<file path="config.mk">
export PLATFORM = sky130hd
export DESIGN_NAME = pcgpm_top
export DESIGN_NICKNAME = d
export VERILOG_FILES = /design/src/pcgpm_pkg.sv /design/src/pcgpm_gate.sv /design/src/pcgpm_reloc.sv /design/src/pcgpm_top.sv
export SDC_FILE = /design/constraint.sdc
export NUM_CORES = 1
export LEC_CHECK = 0
export BUFFER_PORTS_ARGS = -buffer_cell sky130_fd_sc_hd__buf_4
export CORE_MARGIN = 5
export CORE_UTILIZATION = 39
export DETAILED_ROUTE_END_ITERATION = 8
export GPL_ROUTABILITY_DRIVEN = 1
export PLACE_DENSITY_LB_ADDON = 0.3
export SKIP_LAST_GASP = 1
export SYNTH_ARGS = -nofsm -noshare
export SYNTH_HDL_FRONTEND = slang
export SYNTH_SLANG_ARGS = --single-unit
export TNS_END_PERCENT = 1
</file>
<file path="constraint.sdc">
create_clock -name clk_in -period 5 [get_ports clk_in]
set_clock_uncertainty 0.05 [all_clocks]
set_input_delay 0.5 -clock clk_in [delete_from_list [all_inputs] [get_ports clk_in]]
set_output_delay 0.5 -clock clk_in [all_outputs]
set_load 0.05 [all_outputs]
</file>
<file path="src/pcgpm_pkg.sv">
// Package: register map, field layout and mode encodings for the clock gating block
package pcgpm_pkg;

    // ************************************************************
    // Register bus
    // ************************************************************
    localparam int unsigned ADDR_W = 4;
    localparam int unsigned DATA_W = 16;

    // Printed offsets are register indices
    localparam logic [3:0] OFF_PCE  = 4'hC;
    localparam logic [3:0] OFF_ISAH = 4'hD;
    localparam logic [3:0] OFF_SHORT_IO_RELOCATION = 4'hE;
    localparam logic [3:0] OFF_CTRL = 4'hF;
    localparam logic [3:0] OFF_STAT = 4'h9;

    // ************************************************************
    // Peripheral clock gate layout
    // ************************************************************
    localparam int unsigned N_GATES = 9;
    localparam logic [15:0] PCE_IMPL_MASK  = 16'h357D;
    localparam logic [15:0] PCE_RESET      = 16'hFFFF;
    localparam logic [15:0] ISAH_RESET     = 16'hFFFF;
    localparam logic [15:0] SHORT_IO_RELOCATION_RESET     = 16'hFFFF;
    localparam logic [15:0] ISAH_MASK      = 16'h0003;
    localparam logic [15:0] CTRL_RESET     = 16'h0002;
    localparam int unsigned CTRL_CLKDIS    = 0;
    localparam int unsigned CTRL_DBGEN     = 1;

    // Bit positions of the gates inside the enable register, lowest gate first
    localparam logic [3:0] GATE_POS [N_GATES] = '{
        4'h0, 4'h2, 4'h3, 4'h4, 4'h5, 4'h6, 4'h8, 4'hA, 4'hD
    };
    // CAN controller sits at position 12, handled apart for stop wake
    localparam logic [3:0] CAN_POS = 4'hC;

    // ************************************************************
    // Relocation
    // ************************************************************
    localparam logic [17:0] RELOC_TOP   = 18'h3FFFF;
    localparam int unsigned RELOC_DELAY = 5;

    // ************************************************************
    // Timing
    // ************************************************************
    localparam int unsigned CLK_MHZ      = 125;
    localparam int unsigned MASTER_MHZ   = 120;
    localparam int unsigned SYS_MAX_MHZ  = 60;
    localparam int unsigned SYS_DIV      = MASTER_MHZ / SYS_MAX_MHZ;

    typedef enum logic [1:0] {
        PCGPM_RUN  = 2'b00,
        PCGPM_WAIT = 2'b01,
        PCGPM_STOP = 2'b11
    } pcgpm_mode_t;

    typedef struct packed {
        logic       wr;
        logic       rd;
        logic [3:0] addr;
        logic [15:0] wdata;
    } pcgpm_bus_t;

    typedef struct packed {
        logic       can_traffic;
        logic       ext_irq;
        logic       wdog_rst;
        logic       periph_irq;
    } pcgpm_wake_t;

endpackage

</file>
<file path="src/pcgpm_gate.sv">
// One glitch-free synchronous clock gate
`timescale 1ns/100ps
module pcgpm_gate
    import pcgpm_pkg::*;
(
    input  wire logic clk_in,
    input  wire logic rst_n_in,
    input  wire logic ce_in,
    input  wire logic phase_in,
    input  wire logic en_in,
    output logic      gclk_out
);
    logic en_q;

    // Enable only moves while the divided clock is low, so no pulse is cut
    always_ff @(posedge clk_in) begin
        if (!rst_n_in) begin
            en_q <= 1'b1;
        end else if (ce_in && !phase_in) begin
            en_q <= en_in;
        end
    end

    always_ff @(posedge clk_in) begin
        if (!rst_n_in) begin
            gclk_out <= 1'b0;
        end else if (ce_in) begin
            gclk_out <= phase_in & en_q;
        end
    end
endmodule

</file>
<file path="src/pcgpm_reloc.sv">
// Relocation base delay line for short I/O addressing
`timescale 1ns/100ps
module pcgpm_reloc
    import pcgpm_pkg::*;
(
    input  wire logic        clk_in,
    input  wire logic        rst_n_in,
    input  wire logic        ce_in,
    input  wire logic [17:0] base_in,
    input  wire logic [5:0]  offs_in,
    output logic [23:0]      addr_out,
    output logic [17:0]      eff_base_out
);
    logic [17:0] pipe_q [RELOC_DELAY];

    // New base reaches short accesses after the pipeline delay
    genvar i;
    generate
        for (i = 0; i < RELOC_DELAY; i++) begin : g_stage
            always_ff @(posedge clk_in) begin
                if (!rst_n_in) begin
                    pipe_q[i] <= RELOC_TOP;
                end else if (ce_in) begin
                    pipe_q[i] <= (i == 0) ? base_in : pipe_q[(i == 0) ? 0 : i - 1];
                end
            end
        end
    endgenerate

    always_ff @(posedge clk_in) begin
        if (!rst_n_in) begin
            addr_out <= {RELOC_TOP, 6'h00};
        end else if (ce_in) begin
            addr_out <= {pipe_q[RELOC_DELAY-1], offs_in};
        end
    end

    assign eff_base_out = pipe_q[RELOC_DELAY-1];
endmodule

</file>
<file path="src/pcgpm_top.sv">
// Peripheral clock gating, short I/O relocation and power mode control
`timescale 1ns/100ps
module pcgpm_top
    import pcgpm_pkg::*;
(
    input  wire logic              clk_in,
    input  wire logic              rst_n_in,
    input  wire logic              ce_in,
    input  wire logic [ADDR_W-1:0] addr_in,
    input  wire logic [DATA_W-1:0] wdata_in,
    input  wire logic              wr_in,
    input  wire logic              rd_in,
    input  wire logic              wait_instr_in,
    input  wire logic              stop_instr_in,
    input  wire logic              periph_irq_in,
    input  wire logic              can_traffic_in,
    input  wire logic              ext_irq_in,
    input  wire logic              wdog_rst_in,
    input  wire logic              ext_mem_flag_in,
    input  wire logic [5:0]        short_offs_in,
    output logic [DATA_W-1:0]      rdata_out,
    output logic [15:0]            periph_clk_out,
    output logic                   core_clk_out,
    output logic                   mem_clk_out,
    output logic                   sim_clk_out,
    output logic                   wdog_clk_out,
    output logic                   clk_out_en_out,
    output logic                   debug_clk_out,
    output logic                   debug_access_out,
    output logic [23:0]            short_addr_out,
    output logic [1:0]             mode_out
);
    // ************************************************************
    // Registers
    // ************************************************************
    logic [15:0] pce_q;
    logic [1:0]  isah_q;
    logic [15:0] short_io_relocation_q;
    logic [1:0]  ctrl_q;
    logic        phase_q;
    pcgpm_mode_t mode_q;
    pcgpm_mode_t mode_d;
    pcgpm_bus_t  bus;
    pcgpm_wake_t wake;
    logic [17:0] eff_base;
    logic [23:0] short_addr;
    logic [15:0] pce_rd;
    logic [15:0] periph_gclk;
    logic        core_gclk;
    logic        mem_gclk;
    logic        sel_pce;
    logic        sel_isah;
    logic        sel_short_io_relocation;
    logic        sel_ctrl;
    logic        wait_wake;
    logic        stop_wake;
    logic        periph_run;
    logic        core_run;

    assign bus  = '{wr: wr_in, rd: rd_in, addr: addr_in, wdata: wdata_in};
    assign wake = '{can_traffic: can_traffic_in, ext_irq: ext_irq_in,
                    wdog_rst: wdog_rst_in, periph_irq: periph_irq_in};

    // Reserved positions forced to one on readback
    assign pce_rd = pce_q | ~PCE_IMPL_MASK;

    // ************************************************************
    // Register decode
    // ************************************************************
    // One select per writable register; a frozen clock enable blocks every write
    assign sel_pce  = ce_in && bus.wr && bus.addr == OFF_PCE;
    assign sel_isah = ce_in && bus.wr && bus.addr == OFF_ISAH;
    assign sel_short_io_relocation = ce_in && bus.wr && bus.addr == OFF_SHORT_IO_RELOCATION;
    assign sel_ctrl = ce_in && bus.wr && bus.addr == OFF_CTRL;

    // ************************************************************
    // Register writes
    // ************************************************************
    // All ones after reset, so every peripheral starts clocked
    always_ff @(posedge clk_in) begin
        if (!rst_n_in) begin
            pce_q <= PCE_RESET;
        end else if (sel_pce) begin
            pce_q <= (bus.wdata & PCE_IMPL_MASK) | ~PCE_IMPL_MASK;
        end
    end

    // Only the two top address bits are stored; the rest read back as ones
    always_ff @(posedge clk_in) begin
        if (!rst_n_in) begin
            isah_q <= ISAH_RESET[1:0];
        end else if (sel_isah) begin
            isah_q <= bus.wdata[1:0];
        end
    end

    // Low half of the base: address bits 21 down to 6
    always_ff @(posedge clk_in) begin
        if (!rst_n_in) begin
            short_io_relocation_q <= SHORT_IO_RELOCATION_RESET;
        end else if (sel_short_io_relocation) begin
            short_io_relocation_q <= bus.wdata;
        end
    end

    // Bit 0 disables the clock output, bit 1 enables the debug clock
    always_ff @(posedge clk_in) begin
        if (!rst_n_in) begin
            ctrl_q <= CTRL_RESET[1:0];
        end else if (sel_ctrl) begin
            ctrl_q <= bus.wdata[1:0];
        end
    end

    // ************************************************************
    // Register reads, data valid the cycle after the strobe
    // ************************************************************
    // Zero outside the answer cycle while ce_in is high; a frozen clock enable holds the last data on the bus
    always_ff @(posedge clk_in) begin
        if (!rst_n_in) begin
            rdata_out <= 16'h0000;
        end else if (ce_in) begin
            if (bus.rd) begin
                unique case (bus.addr)
                    OFF_PCE:  rdata_out <= pce_rd;
                    OFF_ISAH: rdata_out <= {14'h3FFF, isah_q};
                    OFF_SHORT_IO_RELOCATION: rdata_out <= short_io_relocation_q;
                    OFF_CTRL: rdata_out <= {14'h0000, ctrl_q};
                    OFF_STAT: rdata_out <= {13'h0000, debug_access_out, mode_q};
                    default:  rdata_out <= 16'h0000;
                endcase
            end else begin
                rdata_out <= 16'h0000;
            end
        end
    end

    // ************************************************************
    // Clock divider: system rate is half the master rate
    // ************************************************************
    // Every derived clock is a registered copy of this phase; clocks through pcgpm_gate pass two flops, the rest one (debug included), so they run in opposite phase
    always_ff @(posedge clk_in) begin
        if (!rst_n_in) begin
            phase_q <= 1'b0;
        end else if (ce_in) begin
            phase_q <= ~phase_q;
        end
    end

    // ************************************************************
    // Power mode sequencer
    // ************************************************************
    // Resets other than the watchdog come in through rst_n_in
    assign wait_wake  = wake.periph_irq || wake.ext_irq || wake.wdog_rst;
    // Peripheral interrupts cannot end Stop: their clocks are already gated off
    assign stop_wake  = wake.can_traffic || wake.ext_irq || wake.wdog_rst;
    assign periph_run = mode_q != PCGPM_STOP;
    assign core_run   = mode_q == PCGPM_RUN;

    always_comb begin
        mode_d = mode_q;
        unique case (mode_q)
            PCGPM_RUN: begin
                // Stop wins when both sleep pulses arrive together
                if (stop_instr_in) begin
                    mode_d = PCGPM_STOP;
                end else if (wait_instr_in) begin
                    mode_d = PCGPM_WAIT;
                end
            end
            PCGPM_WAIT: begin
                // Any unmasked peripheral interrupt resumes execution
                if (wait_wake) begin
                    mode_d = PCGPM_RUN;
                end
            end
            PCGPM_STOP: begin
                // CAN wake loses the waking frame: its gate was off
                if (stop_wake) begin
                    mode_d = PCGPM_RUN;
                end
            end
            default: mode_d = PCGPM_RUN;
        endcase
    end

    always_ff @(posedge clk_in) begin
        if (!rst_n_in) begin
            mode_q <= PCGPM_RUN;
        end else if (ce_in) begin
            mode_q <= mode_d;
        end
    end

    // ************************************************************
    // Peripheral gates
    // ************************************************************
    genvar g;
    generate
        for (g = 0; g < 16; g++) begin : g_pce
            if (PCE_IMPL_MASK[g]) begin : g_impl
                pcgpm_gate u_gate (
                    .clk_in   (clk_in),
                    .rst_n_in (rst_n_in),
                    .ce_in    (ce_in),
                    .phase_in (phase_q),
                    // Stop withholds peripheral clocks; Run and Wait keep them
                    .en_in    (pce_q[g] && periph_run),
                    .gclk_out (periph_gclk[g])
                );
            end else begin : g_none
                // Reserved positions have no gate and stay low
                assign periph_gclk[g] = 1'b0;
            end
        end
    endgenerate

    // Core and memory share one enable but keep separate gates
    pcgpm_gate u_core_gate (
        .clk_in   (clk_in),
        .rst_n_in (rst_n_in),
        .ce_in    (ce_in),
        .phase_in (phase_q),
        .en_in    (core_run),
        .gclk_out (core_gclk)
    );

    pcgpm_gate u_mem_gate (
        .clk_in   (clk_in),
        .rst_n_in (rst_n_in),
        .ce_in    (ce_in),
        .phase_in (phase_q),
        .en_in    (core_run),
        .gclk_out (mem_gclk)
    );

    // ************************************************************
    // Output registers
    // ************************************************************
    // Every clock leaves through a flop so the outputs carry no gate logic
    always_ff @(posedge clk_in) begin
        if (!rst_n_in) begin
            periph_clk_out <= 16'h0000;
        end else if (ce_in) begin
            periph_clk_out <= periph_gclk;
        end
    end

    always_ff @(posedge clk_in) begin
        if (!rst_n_in) begin
            core_clk_out <= 1'b0;
            mem_clk_out  <= 1'b0;
        end else if (ce_in) begin
            core_clk_out <= core_gclk;
            mem_clk_out  <= mem_gclk;
        end
    end

    // Integration block and watchdog stay clocked in every mode
    always_ff @(posedge clk_in) begin
        if (!rst_n_in) begin
            sim_clk_out  <= 1'b0;
            wdog_clk_out <= 1'b0;
        end else if (ce_in) begin
            sim_clk_out  <= phase_q;
            wdog_clk_out <= phase_q;
        end
    end

    always_ff @(posedge clk_in) begin
        if (!rst_n_in) begin
            clk_out_en_out <= 1'b1;
        end else if (ce_in) begin
            clk_out_en_out <= ~ctrl_q[CTRL_CLKDIS];
        end
    end

    // Debug clock passes one flop fewer than the core clock, so it runs in opposite phase to it
    always_ff @(posedge clk_in) begin
        if (!rst_n_in) begin
            debug_clk_out <= 1'b0;
        end else if (ce_in) begin
            debug_clk_out <= ctrl_q[CTRL_DBGEN] & phase_q;
        end
    end

    // Limitation: halves are written apart, so a mixed base is briefly live
    pcgpm_reloc u_reloc (
        .clk_in       (clk_in),
        .rst_n_in     (rst_n_in),
        .ce_in        (ce_in),
        .base_in      ({isah_q, short_io_relocation_q}),
        .offs_in      (short_offs_in),
        .addr_out     (short_addr),
        .eff_base_out (eff_base)
    );

    always_ff @(posedge clk_in) begin
        if (!rst_n_in) begin
            short_addr_out <= {RELOC_TOP, 6'h00};
        end else if (ce_in) begin
            short_addr_out <= short_addr;
        end
    end

    // Relocated base plus external memory hides the debug registers
    always_ff @(posedge clk_in) begin
        if (!rst_n_in) begin
            debug_access_out <= 1'b1;
        end else if (ce_in) begin
            debug_access_out <= !(eff_base != RELOC_TOP && ext_mem_flag_in);
        end
    end

    always_ff @(posedge clk_in) begin
        if (!rst_n_in) begin
            mode_out <= PCGPM_RUN;
        end else if (ce_in) begin
            mode_out <= mode_q;
        end
    end
endmodule

</file>
* Word-level counts from Yosys, hierarchy flattened *
Memories as Yosys holds them, arrays and structs flattened.
Cells that the tools add are included.

storage, ports and cells
  word-level logic and storage cells = 111
  input port bits = 38
  memory bits (writable) = 90
  output and inout port bits = 65
  register bits after elaboration = 136
  memories = 1

cells by class
  mux-type cells = 16
  bitwise operators = 19
  reductions and logical operators = 25
  equal/unequal tests = 12

memories
  memory          depth  width  rd ports  clocked after memory_dff  wr ports  line               text
  u_reloc.pipe_q  5      18     5         0                         5         pcgpm_reloc.sv:14  logic [17:0] pipe_q [RELOC_DELAY];

operators by type and width
  operator                                                                number
  18-bit 2-to-1 mux                                                       5
  16-bit one-hot mux with 5 select lines                                  1
  4-bit equality test (second input constant)                             5
  18-bit inequality test (second input constant)                          1
  1-bit logical AND                                                       17
  16-bit 2-to-1 mux                                                       1
  1-bit AND                                                               12
  2-bit 2-to-1 mux                                                        4
  2-bit inequality test (second input constant)                           3
  2-bit one-hot mux with 3 select lines                                   1
  1-bit OR                                                                5
  1-bit logical OR                                                        4
  1-bit 2-to-1 mux                                                        4
  4-bit AND reduction                                                     1
  3-bit inequality test (second input constant)                           1
  2-bit by 1-bit equality test with 1-bit output (second input constant)  1
  2-bit equality test (second input constant)                             1
  1-bit logical NOT                                                       2
  2-bit logical NOT                                                       1
  1-bit inverter                                                          2

* Depth between registers and ports, before layout *
Gate-level depths: netlist of run 1.

  depth after elaboration = 4
  depth in mapped cells = 7
  gate-level depth less buffers = 4

* Modules after synthesis *
A second synthesis of run 1 with hierarchy kept.

unflattened totals
  cells, all modules = 811
  area, all modules = 9173.8 µm²

by module, submodules not included
  module       times used  cells each  area an instance (µm²)  sequential area each (µm²)
  pcgpm_reloc  1           269         4270.3                  3183.1
  pcgpm_top    1           434         3852.4                  1821.7
  pcgpm_gate   12          9           87.6                    40.0

* Worst setup path after synthesis of run 1 *
OpenSTA, ideal clock, no wires.

  kind = input-to-reg
  from = in rst_n_in
  to = mem u_reloc.pipe_q[0][0] (enable)
  library setup time = 443 ps
  path slack = 1917 ps
  arrival time = 2590 ps
  stages on the path = 3
  cell sequence = nor2b_1 -> clkbuf_1 -> inv_1

RTL lines
  what             line               text
  start, declared  pcgpm_top.sv:7     input wire logic rst_n_in,
  end, declared    pcgpm_reloc.sv:14

==> summary.txt, run 1 <==
Worst hold path
  – HP Class: primary input to flop
  – Cell depth of the worst min-delay path: 3
  – Hold path endpoint: pce_q[4]$_SDFFE_PN1P_
  – Hold Startpoint: wdata_in[4]

Yosys
  – Cell taking the most area after synthesis: dfxtp_1
  – Share of the synthesized area in the top cell type: about a third
  – Yosys reg bits: ~230
  – Synth area leaders: dfxtp_1 (32%), edfxtp_1 (32%), mux2i_1 (7.7%)
  – Mapped Area: between 8000 and 9000 um2
  – Avg Cell Area, Syn: 11.5 um2
  – Post-synth EDFFs: 90
  – Sequential-to-total area share from yosys stat: approximately 64%
  – Synth cell types: 40
  – Main flop type after synthesis: dfxtp_1
  – Post-synthesis cell count: roughly 740
  – Synth async-reset ratio: 0%
  – Yosys Warn Count: 0

Critical path
  – CP Data Required Time: between 5000 and 6000 ps
  – Crit-path max FO: 44
  – Worst setup EP type: flop
  – Startpoint Class: primary input
  – Crit path DAT: 2610 ps
  – Internal reg-to-reg setup slack: around 3500 ps
  – Crit-path max cell delay: approximately 740 ps
  – Worst path cell trace: buf_4 -> and2_2 -> and4_1 -> a32oi_1 -> nand2_1
  – Crit Path Class: primary input to flop
  – R2R Path End: g_pce[13].g_impl.u_gate.en_q$_SDFFE_PN1P_
  – CP max-delay cell: and2_2
  – Stages on worst setup path: 5
  – CP Buf/Inv Count: 1
  – R2R Path Start: phase_q$_SDFFE_PN0P_
  – CP top delay family: simple AND/OR/NAND/NOR gates
  – Worst r2r path cells: 4

Floorplan
  – Placement Rows: 54
  – Die Span Y: roughly 160 um
  – I/O Pins: 103
  – Core Region: about 22000 um2
  – Initial Util: roughly two fifths
  – Die X-Extent: 157 um
  – Die area: 24700 um2

Power and ir drop
  – Net Sw Frac: a little over a fifth
  – Internal Power: about 3.1 mW
  – Static Leak: slightly below 4 nW
  – Clock share of power: between 40 and 50%
  – Logic pwr share: under 10%
  – NetSw: approximately 0.84 mW
  – Pwr Density: ~390 nW/um2
  – VDD IR max: 0.198 mV
  – Part of the power in registers: 49.8%

Final layout
  – Ratio of cells with drive above 1 in the final layout: around 18%
  – Multi-input logic area: approximately 2700 um2
  – Finished Cell Area: ~10000 um2
  – Layout area overhead: 19.6%
  – NumNets Final: 854
  – Filler Cells Inserted: around 2000
  – Storage cell area: approximately 5400 um2
  – Antenna cells: 0
  – Utilization after layout: a little under half

Route
  – DR iter-0 viols: 334
  – Drt pass-1 iters: 5
  – Number of routed nets with antenna violations: 0
  – Drt wl/cell: roughly 14 um
  – Vias: between 5000 and 6000
  – Residual DRC: 0
  – DRT Wirelength: 15800 um
  – Via density: about 4.8

Clock network
  – Number of hold buffers added after CTS: 0
  – Post-CTS Resized: 0
  – Clock slew at reported path FFs: around 60 ps
  – CTS tree: yes
  – Post-CTS Setup Bufs: 0
  – Num CTS Buffers: 25
  – Root buf cell: clkbuf_16
  – Clk Latency, worst-skew pair: 500 ps
  – Max clock buf depth: 3
  – H-tree level count: 1
  – Clock Sinks: around 230

Global route
  – GRT busiest layer: met2
  – Total GRT Usage: 12.7%
  – Total global routing overflow: 0
  – Pin count of the biggest net entering global routing: 91
  – Initial antenna violation count: 0
  – Number of global-route vias before repair: 5094
  – Grt met2 use: between 20% and 30%
  – M3 GR Usage: between 2 and 3%
  – Global-route wire length before repair: 26200 um
  – M1 GR Usage: 17.6%

Placement
  – PortBufs: 96
  – Post-DP HPWL: 10100 um
  – Post-placement worst setup slack: between 2000 and 2500 ps
  – GPL Wtd Cong: roughly 0.8
  – Cell Area, Placed: about 9300 um2

Run status
  – Status: finished, final reports clean

STA
  – Fin. Hold Viols: 0
  – Final period util: between 40% and 50%
  – Slew @ Worst Pin: between 1000 and 1500 ps
  – RSZ-0062 raised after global routing: false
  – Max Slew Vio Count: 0
  – Final setup fails: 0
  – Fmax: 0.453 GHz
  – Final worst slack: between 2000 and 3000 ps
  – Setup TNS: 0 ps
  – Tmin final: approximately 2200 ps
  – Normalized max-slew margin: 26.2%

Flow run
  – MaxCap Viol Count: 0
## worst max path at each step
stage	startpoint	slack, ps	end
3_3_place_gp	rst_n_in	2300	rdata_out[0]$_SDFFE_PN0P_
5_1_grt	rst_n_in	2620	rdata_out[0]$_SDFFE_PN0P_
4_1_cts	rst_n_in	2770	rdata_out[0]$_SDFFE_PN0P_
3_5_place_dp	rst_n_in	2260	rdata_out[0]$_SDFFE_PN0P_
2_1_floorplan	rst_n_in	1920	u_reloc.pipe_q[0][0]$_SDFFCE_PN1P_
6_report	rst_n_in	2790	rdata_out[0]$_SDFFE_PN0P_
## Yosys cell counts, types with 2 or more instances
cell      number
buf_6          2
a21boi_0       4
dfxtp_1      136
o211ai_1       5
o21ai_0       18
nand2_1      130
buf_4         12
mux2i_1       65
inv_1          8
buf_2         13
nand4_1        5
o21a_1         2
clkbuf_1      30
nand3_1       37
nor2b_1       27
nor2_1        17
a22o_1        25
a21oi_1        2
nand2b_1      91
edfxtp_1      90
## power groups by stage
stage               registers [mW]  clock network (mW)  logic [mW]
floorplan                     2.01                   0       0.133
global placement              2.00                   0       0.214
detailed placement            2.00                   0       0.215
CTS                           1.96                1.81       0.216
global route                  1.96                1.90       0.232
finish                        1.96                1.76       0.214
## worst register-to-register path, cell delays in order (launching register included)
cell and delay (ps):
dfxtp_1 310, nand2b_1 380, a21oi_2 490, nand2_1 140
nand3_1 100
## layer usage
metal / vias up / part of all wire (%)
met1: 2470 / 47
met4: 0 / 2.2
met2: 140 / 46
li1: 2680 / -
met5: - / 0
met3: 26 / 5.2
## through the flow
step / power, mW / cells / hold WS, ps
after detailed placement: 2.21 / 1069 / 401
after CTS: 3.98 / 1114 / 152
after global routing: 4.09 / 1114 / 162
after global placement: 2.21 / 1069 / 404
after floorplan: 2.15 / 744 / 391
final: 3.93 / 1114 / 171
## layout by cell type, fill, tap and decap left out, drive strengths merged, types with 7 or more instances in the layout
master and n:
dfxtp 136, nand2 130, buf 102, nand2b 91, edfxtp 90, mux2i 65
nand3 37, clkbuf 33, nor2b 27, a22o 25, o21ai 19, nor2 17
clkinv 10, inv 7
## kinds of logic after synthesis
kind of cell | after synthesis | synth area share [%]
and+or+nand+nor | 316 | 18.7
other | 1 | 0.0443
AOI/OAI and AO/OA | 66 | 5.71
buffers and inverters | 65 | 3.78
muxes | 65 | 7.69
DFF | 226 | 64.1
## cell type report
type                    count  share of cell area, %
multi-input cells         453                   27.1
inverters                   8                  0.309
well taps                 280                   3.46
flip-flops and latches    226                   53.6
clock buffers              33                   6.89
clock inverters            12                   1.08
repair buffers            102                   7.57
## flip-flops by register name (all words and copies together) (netlist names)
name and flops:
debug_access_out 1, mode_q 2, rdata_out 16, clk_out_en_out 1, u_reloc.addr_out 24, pce_q 10, mode_out 2, periph_clk_out 10
isah_q 2, u_mem_gate.en_q 1, g_pce.g_impl.u_gate.gclk_out 10, phase_q 1, u_reloc.pipe_q 90, ctrl_q 2, debug_clk_out 1, u_mem_gate.gclk_out 1
mem_clk_out 1, short_addr_out 24, g_pce.g_impl.u_gate.en_q 10, short_io_relocation_q 16, wdog_clk_out 1
Power figures use the tool's default switching activity.
==> run 2: changes to the inputs <==
==> constraint.sdc (replaced) <==
create_clock -name clk_in -period 1.9 [get_ports clk_in]
set_clock_uncertainty 0.05 [all_clocks]
set_input_delay 0.19 -clock clk_in [delete_from_list [all_inputs] [get_ports clk_in]]
set_output_delay 0.19 -clock clk_in [all_outputs]
set_load 0.05 [all_outputs]
==> run 2 against run 1 <==
  * Combinational power grew to 2.9 times the previous value
  * Non-clock buffer count is 28 higher
  * First-iteration DRC count stayed put
  * Global-route usage is 0.18 points higher
  * Sequential power grew to 2.6 times the previous value
  * Core utilization is 1.3 points higher
  * Register-to-register slack worse by 3000 ps
  * Critical path type unchanged
  * Critical endpoint unchanged
  * Largest cell class unchanged
==> summary.txt, run 2 (synthesized netlist as in run 1, its figures left out) <==
Route
  – DRT Wirelength: 16100 um (+1.9%)
  – Drt pass-1 iters: 6 (+1)
  – Via density: 4.74 (-0.73%)
  – Residual DRC: 0 (unchanged)
  – Number of routed nets with antenna violations: 0 (unchanged)
  – Drt wl/cell: 14.1 um (-0.54%)
  – DR iter-0 viols: 334 (unchanged)
  – Vias: 5405 (+1.7%)

Final layout
  – Ratio of cells with drive above 1 in the final layout: 16.8% (-0.79 points)
  – Antenna cells: 0 (unchanged)
  – Largest registers: u_reloc.pipe_q x90, short_addr_out x24, u_reloc.addr_out x24
  – Layout area overhead: 22.9%
  – Largest register FFs: 90 (unchanged)
  – Commonest non-fill, non-tap cell in the layout: dfxtp_1
  – Commonest non-fill, non-tap cells in the layout: dfxtp_1 (136), nand2_1 (130), buf_4 (102)
  – NumNets Final: 881 (+3.2%)
  – Register with the most flip-flops: u_reloc.pipe_q

Clock network
  – Number of hold buffers added after CTS: 24 (+24)
  – Post-CTS Setup Bufs: 0 (unchanged)
  – Clock slew at reported path FFs: 60 ps (about the same)
  – Max clock buf depth: 3 (unchanged)
  – CTS tree: yes
  – Root buf cell: clkbuf_16
  – Post-CTS Resized: 0 (unchanged)
  – Clock Sinks: 226 (unchanged)
  – H-tree level count: 1 (unchanged)
  – Num CTS Buffers: 24 (-4.0%)
  – Clk Latency, worst-skew pair: 500 ps (about the same)

STA
  – Worst hold margin: 80.3 ps (-90.9 ps)
  – Tmin final: ~1600 ps
  – Max Slew Vio Count: 0 (unchanged)
  – RSZ-0062 raised after global routing: false
  – Fin. Hold Viols: 0 (unchanged)
  – Normalized max-slew margin: 56.5% (+30 points)
  – Final worst slack: 285 ps (-2510 ps)
  – Final setup fails: 0 (unchanged)
  – Slew @ Worst Pin: 652 ps (-456 ps)
  – Final period util: 85.0%
  – Fmax: 0.619 GHz

Floorplan
  – Core Region: 21600 um2 (unchanged)
  – I/O Pins: 103 (unchanged)
  – Die X-Extent: 157 um (unchanged)
  – Die area: 24700 um2 (unchanged)
  – Initial Util: 39.1% (unchanged)
  – Die Span Y: 157 um (unchanged)
  – Placement Rows: 54 (unchanged)

Critical path
  – CP Data Required Time: 2300 ps (-3100 ps)
  – Crit-path max FO: 16 (-64%)
  – Crit path DAT: 2010 ps (-600 ps)
  – Startpoint Class: primary input
  – Worst setup EP type: flop
  – Crit Path Class: primary input to flop

Power and ir drop
  – Part of the power in registers: 50.4% (+0.6 points)
  – VDD IR max: 0.576 mV (+190%)
  – Clock share of power: 43.5% (-1.2 points)
  – Logic pwr share: 6.1% (+0.6 points)
  – Internal Power: 7.99 mW (+160%)
  – NetSw: 2.21 mW (+160%)
  – Net Sw Frac: 21.6% (+0.29 points)
  – Pwr Density: 981 nW/um2 (+150%)
  – Static Leak: 3.95 nW (+3.0%)

Run status
  – Status: finished, final reports clean

Global route
  – Pin count of the biggest net entering global routing: 91 (unchanged)
  – Number of global-route vias before repair: 5232 (+2.7%)
  – Total GRT Usage: 12.9% (+0.18 points)
  – Global-route wire length before repair: 26800 um (+2.4%)
  – Initial antenna violation count: 0 (unchanged)
  – Total global routing overflow: 0 (unchanged)

Flow run
  – MaxCap Viol Count: 0 (unchanged)

Placement
  – Post-placement worst setup slack: 152 ps (-2100 ps)
  – Post-DP HPWL: 10300 um (+2.5%)
  – PortBufs: 96 (unchanged)
  – GPL Wtd Cong: 0.789 (-1.5%)

Worst hold path
  – HP Class: primary input to flop
-- run 2: final cells by class --
class                   instances  area, um2
fillers                      1941      11200
flip-flops and latches        226       5430
multi-input cells             453       2750
repair buffers                130       1090
clock buffers                  35        693
well taps                     280        350
clock inverters                 9       65.1
inverters                       8       33.8
-- run 2: worst paths after layout --
check,from,end,slack [ps],depth (start not counted)
worst max register to register,u_reloc.pipe_q[4][11]$_SDFFCE_PN1P_,debug_access_out$_SDFFE_PN1P_,490,4
worst min register to register,rdata_out[0]$_SDFFE_PN0P_,rdata_out[0]$_SDFFE_PN0P_,410,2
worst max-delay path,rst_n_in,rdata_out[0]$_SDFFE_PN0P_,290,6
worst min-delay path,addr_in[1],rdata_out[14]$_SDFFE_PN0P_,80,3
-- run 2: metal layers --
metal	vias up	track usage [%]	share of wire, %
met5	-	0	0
met4	0	3.56	1.6
met3	22	2.47	5.2
met2	108	20.4	46
met1	2557	18.3	47
li1	2718	-	-
-- run 2: worst max-delay path, cell delays in order --
cell and delay, ps:
dlygate4sd3_1 530, buf_4 180, and2_2 190, and4_1 630, a32oi_1 190, nand2_1 90
-- run 2: power by group through the flow --
stage          logic, mW  clock network, mW  registers (mW)
2_1_floorplan      0.355                  0            5.30
3_3_place_gp       0.584                  0            5.25
3_5_place_dp       0.587                  0            5.25
4_1_cts            0.627               4.55            5.15
5_1_grt            0.675               4.76            5.15
6_report           0.620               4.43            5.15
-- run 2: metrics by stage --
stage | std cells | util, % | area [um2] | TNS [ps] | power, mW
floorplan | 744 | - | 8500 | -29750 | 5.65
global placement | 1073 | 43.5 | 9400 | 0 | 5.83
detailed placement | 1073 | 43.5 | 9400 | 0 | 5.84
CTS | 1141 | 48.1 | 10400 | 0 | 10.3
global route | 1141 | 48.1 | 10400 | 0 | 10.6
finish | 1141 | 48.1 | 10400 | 0 | 10.2
